File: src/hdl/otp_status_map.svh
// Purpose: Address map, field layout and reset values of the OTP/ECC status bank
// Assumes: Byte-wide registers on a 10-bit register address
// Notes: Definitions only
`ifndef OTP_STATUS_MAP_SVH
`define OTP_STATUS_MAP_SVH

// ==========================================================
// Widths
`define ADDR_W 10
`define DATA_W 8
`define NODE_W 6
`define EVT_W 3
`define IDX_W 4

// ==========================================================
// Result bytes: byte n sits at base plus n
`define ECC_RESULT_BASE 10'h2b0
`define ECC_RESULT_COUNT 4'h9
`define ECC_RESULT_LAST 4'h8
`define ECC_RESULT_SIX_OFS 10'h2b6
`define ECC_RESULT_SEVEN_OFS 10'h2b7
`define ECC_RESULT_EIGHT_OFS 10'h2b8

// ==========================================================
// OTP block address records and node number
`define OTP_SINGLE_FIX_BLOCK_OFS 10'h2b9
`define OTP_DOUBLE_ERR_BLOCK_OFS 10'h2ba
`define OWN_NODE_NUMBER_OFS 10'h2bb

// ==========================================================
// Event registers
`define EVENT_STATUS_OFS 10'h2c0
`define EVENT_ENABLE_OFS 10'h2c1
`define EVENT_CLEAR_OFS 10'h2c2
`define EVT_RESULT_BIT 0
`define EVT_SINGLE_BIT 1
`define EVT_DOUBLE_BIT 2

// ==========================================================
// Reset values and fillers
`define BYTE_RESET 8'h00
`define NODE_RESET 6'h00
`define EVT_RESET 3'h0
`define RSVD_NODE_BITS 2'h0
`define RSVD_EVT_BITS 5'h00
`define IDX_ZERO 4'h0

`endif

File: src/hdl/otp_status_pkg.sv
// Purpose: Types shared by the OTP/ECC status bank
// Assumes: otp_status_map.svh supplies the widths
// Notes: Carriers for engine updates and register bus requests
`include "otp_status_map.svh"

package otp_status_pkg;

  // ==========================================================
  // Self-test engine writes one result byte at a time
  typedef struct packed {
    logic valid;
    logic [`IDX_W-1:0] index;
    logic [`DATA_W-1:0] data;
  } ecc_result_write_type;

  // ==========================================================
  // Correction or detection event with the OTP block it hit
  typedef struct packed {
    logic valid;
    logic [`DATA_W-1:0] block;
  } otp_event_type;

  // ==========================================================
  // Register bus request
  typedef struct packed {
    logic wr;
    logic rd;
    logic [`ADDR_W-1:0] addr;
    logic [`DATA_W-1:0] wdata;
  } reg_request_type;

endpackage

File: src/hdl/event_flags.sv
// Purpose: Sticky event status, enable gating and level interrupt
// Assumes: Set and clear come from logic on ref_clk_i
// Notes: A set in the clear cycle wins, so no event is lost
`timescale 1ns/1ns
`include "otp_status_map.svh"

module event_flags
  import otp_status_pkg::*;
(
  input wire logic ref_clk_i,
  input wire logic reset_i,
  input wire logic [`EVT_W-1:0] set_i,
  input wire logic [`EVT_W-1:0] clear_i,
  input wire logic [`EVT_W-1:0] enable_i,
  output logic [`EVT_W-1:0] status_o,
  output logic irq_o
);

  logic [`EVT_W-1:0] status_q;
  logic [`EVT_W-1:0] status_d;
  logic irq_q;
  logic irq_d;

  // ==========================================================
  // Next status and interrupt level
  always_comb
  begin
    status_d = (status_q & ~clear_i) | set_i;
    irq_d = |(status_d & enable_i);
  end

  // Registers only
  always_ff @(posedge ref_clk_i or posedge reset_i)
  begin
    if (reset_i)
    begin
      status_q <= `EVT_RESET;
      irq_q <= 1'b0;
    end
    else
    begin
      status_q <= status_d;
      irq_q <= irq_d;
    end
  end

  assign status_o = status_q;
  assign irq_o = irq_q;

endmodule

File: src/hdl/otp_ecc_and_address_status.sv
// Purpose: Read-only status bank for OTP ECC self-test, OTP error blocks
//          and the node's chain address
// Assumes: All update inputs come from logic on ref_clk_i, so none is
//          synchronised; the bus master never issues rd and wr together
// Notes: Read data stand one cycle after the read strobe and only then.
//        Block records are only meaningful while their fault flags,
//        kept outside this bank, are set
`timescale 1ns/1ns
`include "otp_status_map.svh"

// Behaviour
// - nine read-only self-test result bytes, reset zero
// - record block of latest single-bit correction
// - record block of latest double-bit detection
// - six-bit chain address, top two bits zero
module otp_ecc_and_address_status
  import otp_status_pkg::*;
(
  input wire logic ref_clk_i,
  input wire logic reset_i,
  input wire logic [`ADDR_W-1:0] addr_i,
  input wire logic [`DATA_W-1:0] wdata_i,
  input wire logic wr_i,
  input wire logic rd_i,
  output logic [`DATA_W-1:0] rdata_o,
  input wire ecc_result_write_type ecc_result_i,
  input wire otp_event_type single_bit_correction_i,
  input wire otp_event_type double_bit_detection_i,
  input wire logic [`NODE_W-1:0] node_number_i,
  output logic irq_o
);

  // ==========================================================
  // Helpers

  // True when the address falls inside the result byte window
  // The lower bound is redundant: below the base the subtraction wraps to an offset far past the window
  function automatic logic is_result_addr(input logic [`ADDR_W-1:0] a);
    logic [`ADDR_W-1:0] ofs;
    ofs = a - `ECC_RESULT_BASE;
    is_result_addr = (a >= `ECC_RESULT_BASE) && (ofs < {6'h00, `ECC_RESULT_COUNT});
  endfunction

  // Index of the result byte behind an address in the window
  function automatic logic [`IDX_W-1:0] result_index(input logic [`ADDR_W-1:0] a);
    logic [`ADDR_W-1:0] ofs;
    ofs = a - `ECC_RESULT_BASE;
    result_index = ofs[`IDX_W-1:0];
  endfunction

  // ==========================================================
  // Declarations
  reg_request_type req;
  logic [`DATA_W-1:0] result_q [`ECC_RESULT_COUNT];
  logic [`DATA_W-1:0] result_d [`ECC_RESULT_COUNT];
  logic [`DATA_W-1:0] single_block_q;
  logic [`DATA_W-1:0] single_block_d;
  logic [`DATA_W-1:0] double_block_q;
  logic [`DATA_W-1:0] double_block_d;
  logic [`NODE_W-1:0] node_q;
  logic [`NODE_W-1:0] node_d;
  logic [`EVT_W-1:0] enable_q;
  logic [`EVT_W-1:0] enable_d;
  logic [`DATA_W-1:0] rdata_q;
  logic [`DATA_W-1:0] rdata_d;
  logic [`EVT_W-1:0] evt_set;
  logic [`EVT_W-1:0] evt_clear;
  logic [`EVT_W-1:0] evt_status;
  logic result_hit;

  // Bus fields gathered into one carrier
  // Writes decode only enable and clear; every other offset falls through
  assign req.wr = wr_i;
  assign req.rd = rd_i;
  assign req.addr = addr_i;
  assign req.wdata = wdata_i;

  // ==========================================================
  // Self-test result bytes

  // An index beyond the last byte is dropped rather than aliased
  assign result_hit = ecc_result_i.valid && (ecc_result_i.index <= `ECC_RESULT_LAST);

  // Which bytes matter depends on the test direction, chosen outside this
  // bank; keeping all nine avoids tracking that direction here
  // Engine is the only writer; the bus never reaches these bytes
  always_comb
  begin
    for (int i = 0; i < `ECC_RESULT_COUNT; i++)
    begin
      result_d[i] = result_q[i];
    end
    if (result_hit)
    begin
      result_d[ecc_result_i.index] = ecc_result_i.data;
    end
  end

  // All nine kept so both test directions can be judged
  always_ff @(posedge ref_clk_i or posedge reset_i)
  begin
    if (reset_i)
    begin
      for (int i = 0; i < `ECC_RESULT_COUNT; i++)
      begin
        result_q[i] <= `BYTE_RESET;
      end
    end
    else
    begin
      for (int i = 0; i < `ECC_RESULT_COUNT; i++)
      begin
        result_q[i] <= result_d[i];
      end
    end
  end

  // ==========================================================
  // OTP block address records

  // Each record follows its own event; the latest event overwrites
  always_comb
  begin
    single_block_d = single_block_q;
    double_block_d = double_block_q;
    if (single_bit_correction_i.valid)
    begin
      single_block_d = single_bit_correction_i.block;
    end
    if (double_bit_detection_i.valid)
    begin
      double_block_d = double_bit_detection_i.block;
    end
  end

  // A stale record survives a cleared fault flag; software must check the
  // flag before trusting the block number
  // Validity is left to the fault flags kept elsewhere
  always_ff @(posedge ref_clk_i or posedge reset_i)
  begin
    if (reset_i)
    begin
      single_block_q <= `BYTE_RESET;
      double_block_q <= `BYTE_RESET;
    end
    else
    begin
      single_block_q <= single_block_d;
      double_block_q <= double_block_d;
    end
  end

  // ==========================================================
  // Chain address

  // Tracks the addressing logic every cycle
  // Reserved top bits are filled in at the read mux, not stored
  always_comb
  begin
    node_d = node_number_i;
  end

  // Registered so a read sees a stable copy
  always_ff @(posedge ref_clk_i or posedge reset_i)
  begin
    if (reset_i)
    begin
      node_q <= `NODE_RESET;
    end
    else
    begin
      node_q <= node_d;
    end
  end

  // ==========================================================
  // Event sources and software controls

  // Events: a result byte landed, a correction, a detection
  // A dropped out-of-range index raises no event either
  always_comb
  begin
    evt_set = `EVT_RESET;
    evt_set[`EVT_RESULT_BIT] = result_hit;
    evt_set[`EVT_SINGLE_BIT] = single_bit_correction_i.valid;
    evt_set[`EVT_DOUBLE_BIT] = double_bit_detection_i.valid;
  end

  // Clear register is write-only: a pulse, nothing is stored
  // A set in the same cycle still wins inside the flags
  always_comb
  begin
    evt_clear = `EVT_RESET;
    if (req.wr && (req.addr == `EVENT_CLEAR_OFS))
    begin
      evt_clear = req.wdata[`EVT_W-1:0];
    end
  end

  // Enable register is the only register software writes a value into; clear writes only drop status bits
  // Three bits, one per event source; upper write bits are ignored
  always_comb
  begin
    enable_d = enable_q;
    if (req.wr && (req.addr == `EVENT_ENABLE_OFS))
    begin
      enable_d = req.wdata[`EVT_W-1:0];
    end
  end

  always_ff @(posedge ref_clk_i or posedge reset_i)
  begin
    if (reset_i)
    begin
      enable_q <= `EVT_RESET;
    end
    else
    begin
      enable_q <= enable_d;
    end
  end

  // Sticky status and the level interrupt. The next enable value feeds
  // the flags so an enable write moves irq_o on the same edge as the
  // enable register, with no cycle of stale interrupt level
  event_flags u_event_flags
  (
    .ref_clk_i(ref_clk_i),
    .reset_i(reset_i),
    .set_i(evt_set),
    .clear_i(evt_clear),
    .enable_i(enable_d),
    .status_o(evt_status),
    .irq_o(irq_o)
  );

  // ==========================================================
  // Read decode

  // Data stand only in the cycle after the strobe, zero otherwise;
  // unmapped addresses read zero. Writes to status offsets fall
  // through every decoder above and leave all state alone.
  always_comb
  begin
    rdata_d = `BYTE_RESET;
    if (req.rd)
    begin
      if (is_result_addr(req.addr))
      begin
        rdata_d = result_q[result_index(req.addr)];
      end
      else if (req.addr == `OTP_SINGLE_FIX_BLOCK_OFS)
      begin
        rdata_d = single_block_q;
      end
      else if (req.addr == `OTP_DOUBLE_ERR_BLOCK_OFS)
      begin
        rdata_d = double_block_q;
      end
      else if (req.addr == `OWN_NODE_NUMBER_OFS)
      begin
        rdata_d = {`RSVD_NODE_BITS, node_q};
      end
      else if (req.addr == `EVENT_STATUS_OFS)
      begin
        rdata_d = {`RSVD_EVT_BITS, evt_status};
      end
      else if (req.addr == `EVENT_ENABLE_OFS)
      begin
        rdata_d = {`RSVD_EVT_BITS, enable_q};
      end
      else if (req.addr == `EVENT_CLEAR_OFS)
      begin
        rdata_d = `BYTE_RESET; // Clear is write-only
      end
      else
      begin
        rdata_d = `BYTE_RESET;
      end
    end
  end

  // Read data register
  // Returns to zero after one cycle so a stale byte is never mistaken
  // for a fresh answer
  always_ff @(posedge ref_clk_i or posedge reset_i)
  begin
    if (reset_i)
    begin
      rdata_q <= `BYTE_RESET;
    end
    else
    begin
      rdata_q <= rdata_d;
    end
  end

  // Straight from the read data flop, no logic after it
  assign rdata_o = rdata_q;

endmodule

File: config.mk
export PLATFORM = sky130hd
export DESIGN_NAME = otp_ecc_and_address_status
export DESIGN_NICKNAME = d
export VERILOG_FILES = /design/src/hdl/otp_status_pkg.sv /design/src/hdl/event_flags.sv /design/src/hdl/otp_ecc_and_address_status.sv
export VERILOG_INCLUDE_DIRS = /design/src /design/src/hdl
export SDC_FILE = /design/constraint.sdc
export NUM_CORES = 1
export LEC_CHECK = 0
export BUFFER_PORTS_ARGS = -buffer_cell sky130_fd_sc_hd__buf_2
export CORE_MARGIN = 5
export CORE_UTILIZATION = 25
export CTS_CLUSTER_DIAMETER = 80
export DETAILED_ROUTE_END_ITERATION = 8
export SLEW_MARGIN = 20
export SYNTH_ARGS = -nofsm -noshare
export SYNTH_HDL_FRONTEND = slang
export SYNTH_SLANG_ARGS = --single-unit
File: constraint.sdc
create_clock -name ref_clk_i -period 3.3 [get_ports ref_clk_i]
set_input_delay 0.165 -clock ref_clk_i [delete_from_list [all_inputs] [get_ports ref_clk_i]]
set_output_delay 0.165 -clock ref_clk_i [all_outputs]
set_load 0.02 [all_outputs]
# After elaboration in Yosys (flattened, before gate mapping)
# Cells that the tools add are included.
totals:
  ram_bits: 0
  latch_bits: 0
  reg_bits: 109
  word_cells: 56
  inputBits: 59
  mem_count: 0
  romBits: 0
  out_inout_bits: 9
classes:
  multipliers: 0
  n_div: 0
  eq_ne: 6
  order_cmp: 6
  mux: 15
  shift: 0
  addsub: 1
  n_reduce_logical: 6
  bitwise: 6
op_table:
  columns: ["operator", "n"]
  rows:
  - ["72-bit bitwise mux", 1]
  - ["10-bit equality test (second input constant)", 6]
  - ["8-bit two-way mux", 7]
  - ["8-bit binary-select mux with 4-bit select", 1]
  - ["8-bit demux with 4-bit select", 1]
  - ["3-bit two-way mux", 4]
  - ["10-bit >= comparator (second input constant)", 1]
  - ["5-bit >= comparator (second input constant)", 2]
  - ["10-bit by 4-bit less-than comparator with 1-bit output (second input constant)", 1]
  - ["4-bit inverter with 5-bit output", 2]
  - ["10-bit subtractor (second input constant)", 1]
  - ["3-bit AND", 2]
  - ["6-bit two-way mux", 1]
  - ["1-bit logical AND", 5]
  - ["5-bit by 1-bit less-than comparator with 1-bit output (second input constant)", 1]
  - ["4-bit less-or-equal comparator (second input constant)", 1]
  - ["3-bit inverter", 1]
  - ["3-bit OR", 1]
  - ["3-bit OR reduction", 1]

# Logic depth before layout (Yosys ltp)
logic_depth:
  word_depth: 8
  mapped_depth: 8

# By module
# From an unflattened synthesis, not the netlist that was laid out.
unflattened:
  cells_unflattened: 382
  area_unflattened_um2: 5047.3
by_module_without_submodules:
  columns: ["module", "area_each_um2", "cells_per_inst", "n_inst"]
  rows:
  - ["otp_ecc_and_address_status", 4890.9, 369, 1]
  - ["event_flags", 156.4, 13, 1]

# Least setup slack after synthesis
# No wires, ideal clock.
synth_path:
  kind: "input-to-reg"
  start: "in addr_i[2]"
  end: "reg u_event_flags.irq_q (netlist: u_event_flags.irq_o)"
  path_slack_ns: 1.655
  required_ns: 3.174
  setup_time_ns: 0.126
  cell_stages: 6
  arrival_ns: 1.519
  cell_sequence: "buf_6 > nor4b_4 > and4_1 > mux2_2 > o21a_1 > a221o_1"
synth_via:
  elab_cells_between_ends: 11
  classes_between: "eq/ne (2); mux (2); bitwise (4); reduce/logical (3)"
synth_lines:
  columns: ["item", "line", "text"]
  rows:
  - ["start, declared", "otp_ecc_and_address_status.sv:21", "input wire logic [`ADDR_W-1:0] addr_i,"]
  - ["10-bit equality test (no line)", null, null]
  - ["1-bit logical AND", "otp_ecc_and_address_status.sv:205", "if (req.wr && (req.addr == `EVENT_ENABLE_OFS))"]
  - ["3-bit two-way mux", "otp_ecc_and_address_status.sv:205", null]
  - ["via enable_d[2]", "otp_ecc_and_address_status.sv:63", "logic [`EVT_W-1:0] enable_d;"]
  - ["3-bit AND", "event_flags.sv:29", "irq_d = |(status_d & enable_i);"]
  - ["3-bit OR reduction", "event_flags.sv:29", null]
  - ["via u_event_flags.irq_d", "event_flags.sv:22", "logic irq_d;"]
  - ["end signal, assigned", "event_flags.sv:43", "irq_q <= irq_d;"]
  - ["end, declared", "event_flags.sv:21", "logic irq_q;"]
# The timed path passes the listed nets, and every way through them passes these cells.
# A chain may end at the register's enable or synchronous reset.

# Worst setup path after layout
layout_path:
  start: "in addr_i[0]"
  end: "reg rdata_q[1] (netlist: rdata_o[1])"
layout_via:
  elab_chain_len: 8
  elab_cells_between_ends: 20
  classes_between: "add/sub (1); order compare (2); eq/ne (5); mux (10); bitwise (1); reduce/logical (1)"
layout_lines:
  columns: ["item", "line", "text"]
  rows:
  - ["branches (longest 6 deep; another with 10-bit subtractor)", null, null]
  - ["8-bit two-way mux *", "otp_ecc_and_address_status.sv:248", "if (is_result_addr(req.addr))"]
  - ["8-bit two-way mux *", "otp_ecc_and_address_status.sv:246", "if (req.rd)"]
  - ["via rdata_d[1]", "otp_ecc_and_address_status.sv:65", "logic [`DATA_W-1:0] rdata_d;"]
  - ["end signal, assigned", "otp_ecc_and_address_status.sv:290", "rdata_q <= `BYTE_RESET;"]
  - ["end signal, assigned", "otp_ecc_and_address_status.sv:294", "rdata_q <= rdata_d;"]
  - ["end, declared", "otp_ecc_and_address_status.sv:64", "logic [`DATA_W-1:0] rdata_q;"]
# Mark *: on every way through the listed nets, which the timed path passes. The select of a mux whose other input is x is not followed.

==> out/metrics.cfg <==
[run_status]
status = finished, final reports clean

[synth]
ys_ff_latch = 109
synth-edff-count = 0
synth_warnings = 0
synth_top_cell_area_share_pct = 54.75
yosys-top-cells-area = dfrtp_1 55%, mux2_2 21%, mux4_2 5.9%
synth_area_um2 = 4982
async_flop_share_pct = 100.0
ys_seq_area_share_pct = 54.75
netlist_instances = 345
synth_nets = 404
yosys.area.top_type = dfrtp_1
synth_flop_cell = dfrtp_1
syn_area_per_cell_um2 = 14.44
yosysUniqueCellTypes = 45

[clocking]
clock-sinks = 109
numCtsBuffers = 9
ctsResizeCount = 0
cts_tree = built
clkLatencyLatePin_ns = 0.35
clockBufferDepth = 2
htreeDepth = 3
root_buffer = clkbuf_16
path_clk_slew_ns = 0.07

[setup_path]
required_ns = 3.53
crit_chain = buf_2 -> buf_4 -> o31ai_1 -> nand3_1 -> a21oi_1 -> o21ai_0 -> o211a_1
r2r_slack_ns = 1.79
cp-end-kind = register
rr_worst_depth = 4
critical_path.max_fanout = 13
cpMaxStageDelayCell = nand3_1
cp.arrival_ns = 1.94
critical_path_class = input port to register
r2r_end = rdata_o[1]
r2r-start = result_q[65]
critPathMaxStageDelay_ns = 0.44
start_kind = input port

[placement]
placedCellCount = 659
io_buffers = 62
routabilityCongestion = 0.7964
place_area_um2 = 5562
hpwl_mm = 8.638

[routing]
wirelength_mm = 12.27
first_pass_iters = 4
wire_per_inst_um = 18.01
detail-route-antenna-nets = 0
drt_first_iter_violations = 191
vias_per_cell = 4.636
drc = 0
vias = 3157

[final_layout]
final_area_um2 = 5923
antennaDiodeCount = 0
instances_no_fill = 681
drive_gt1_share_pct = 47.36
syn_to_final_growth_pct = 18.88
nNetsFinal = 470

[sta]
setup_violations = 0
tns_ns = 0
fin_skew_ns = 0.01089
finalHoldViolCount = 0
fin_crit_ns = 1.711
maxSlewViolCount = 0
rsz0062_at_grt = false
finalCritPeriodShare_pct = 51.86
max_slew_margin_pct = 30.46
hold_ws_ns = 0.03353
worst_pin_slew_ns = 1.039
max_freq_mhz = 584.4

[power_and_ir_drop]
vdd_drop_max_mv = 0.2553
p_total_mw = 3.268
power_density_nw_per_um2 = 551.8
power_leakage_nw = 2.640

[global_routing]
grt_max_degree = 77
grt_pass1_vias = 3476
grt_usage_pct = 11.26
antenna_found_initial = 1
globalRouteOverflowTotal = 0
grt_pass1_wl_mm = 19.44

[floorplan]
fp.dieH_um = 151.2
initial_utilization_pct = 25.52
core_region_area_um2 = 19530
rows = 51
ioPinCount = 68
dieWidth_um = 151.2
dieArea_um2 = 22850

[worst_hold_path]
hp-class = input port to asynchronous set/reset pin

[job]
cap_violations = 0

-- cell families (layout without fill, tap and decap cells) --
logic type             Yosys count  in the layout  synth area share [%]
AOI/OAI and AO/OA               48             48                 5.927
buffers and inverters           21             92                 2.210
DFF                            109            109                 54.75
muxes                          119            119                 30.51
and+or+nand+nor                 48             48                 6.605
-- critical path, delay by kind of cell --
kind,cells,cell delay (ns)
AO/OA/AOI/OAI,4,0.85
AND/OR/NAND/NOR,1,0.44
buffers and inverters,2,0.47
-- cell usage after synthesis, types with 4 or more instances --
cell type / number
dfrtp_1: 109
mux2_2: 94
a21oi_1: 16
o21ai_0: 15
mux4_2: 13
mux2i_1: 9
nand2_1: 8
buf_2: 7
and3_1: 6
clkbuf_1: 6
a22oi_1: 5
nor2_1: 5
nor2b_1: 4
-- per-stage QoR --
step                      utilization [%]  setup slack [ns]
after CTS                           30.33             1.615
after detailed placement            28.48             1.256
after global routing                30.33             1.394
after global placement              28.48             1.262
after floorplan                         -            0.2611
final                               30.33             1.589
-- worst max path at each step --
| stage | startpoint | end | cells after the start |
|---|---|---|---|
| global placement | addr_i[1] | rdata_o[1] | 5 |
| global route | addr_i[0] | rdata_o[3] | 7 |
| finish | addr_i[0] | rdata_o[1] | 7 |
| floorplan | reset_i | double_block_q[0] | 1 |
| detailed placement | addr_i[0] | rdata_o[3] | 7 |
| CTS | addr_i[0] | rdata_o[3] | 7 |
-- final cells by class --
cell class                 instances  area (um2)
sequential                       109        2728
fill                            1960       13600
tap                              265       331.6
clock buffer                      12       246.5
timing repair buffer              72       400.4
inverter                           4       17.52
multi-input combinational        215        2145
clock inverter                     4       55.05
-- power breakdown --
part / switching, mW / internal, mW / total, mW / leakage, nW
registers: 0.109 / 1.56 / 1.67 / 1.33
clock network: 0.477 / 0.614 / 1.09 / 0.143
logic: 0.196 / 0.308 / 0.504 / 1.16
total: 0.781 / 2.49 / 3.27 / 2.64
-- sequential cells by signal, indices dropped and copies added, names as in the netlist --
name                    cells
result_q                   72
double_block_q              8
rdata_o                     8
single_block_q              8
node_q                      6
enable_q                    3
u_event_flags.status_o      3
u_event_flags.irq_o         1
-- metal layers --
layer,global-route usage [%],up-vias,wire (um)
met3,3.381,13,752
li1,-,1418,-
met1,14.09,1633,5362
met5,0,-,20
met2,19.07,91,5969
met4,2.856,2,162
-- cell usage in the layout (no fill, tap or decap), drive strengths merged, types with 2 or more instances in the layout --
| cell type | synthesis | routed |
|---|---|---|
| a22oi | 5 | 5 |
| nor3 | 3 | 3 |
| nand4 | 2 | 2 |
| dfrtp | 109 | 109 |
| a21oi | 16 | 16 |
| nor3b | 4 | 4 |
| o211a | 3 | 3 |
| dlygate4sd3 | 0 | 6 |
| o22ai | 2 | 2 |
| nand3b | 2 | 2 |
| o21ai | 15 | 15 |
| clkinv | 1 | 2 |
| nand3 | 2 | 2 |
| inv | 3 | 4 |
| nor2 | 6 | 6 |
| mux2i | 9 | 9 |
| mux2 | 94 | 94 |
| clkbuf | 6 | 12 |
| nand2 | 8 | 8 |
| mux4 | 16 | 16 |
| nor2b | 5 | 5 |
| and3 | 6 | 6 |
| buf | 11 | 66 |
-- what timing repair did --
item	CTS	global route
buffers inserted	0	0
endpoints found under the hold margin	6	0
hold buffers	6	0
Note: power is estimated with default switching activity, not from simulation.
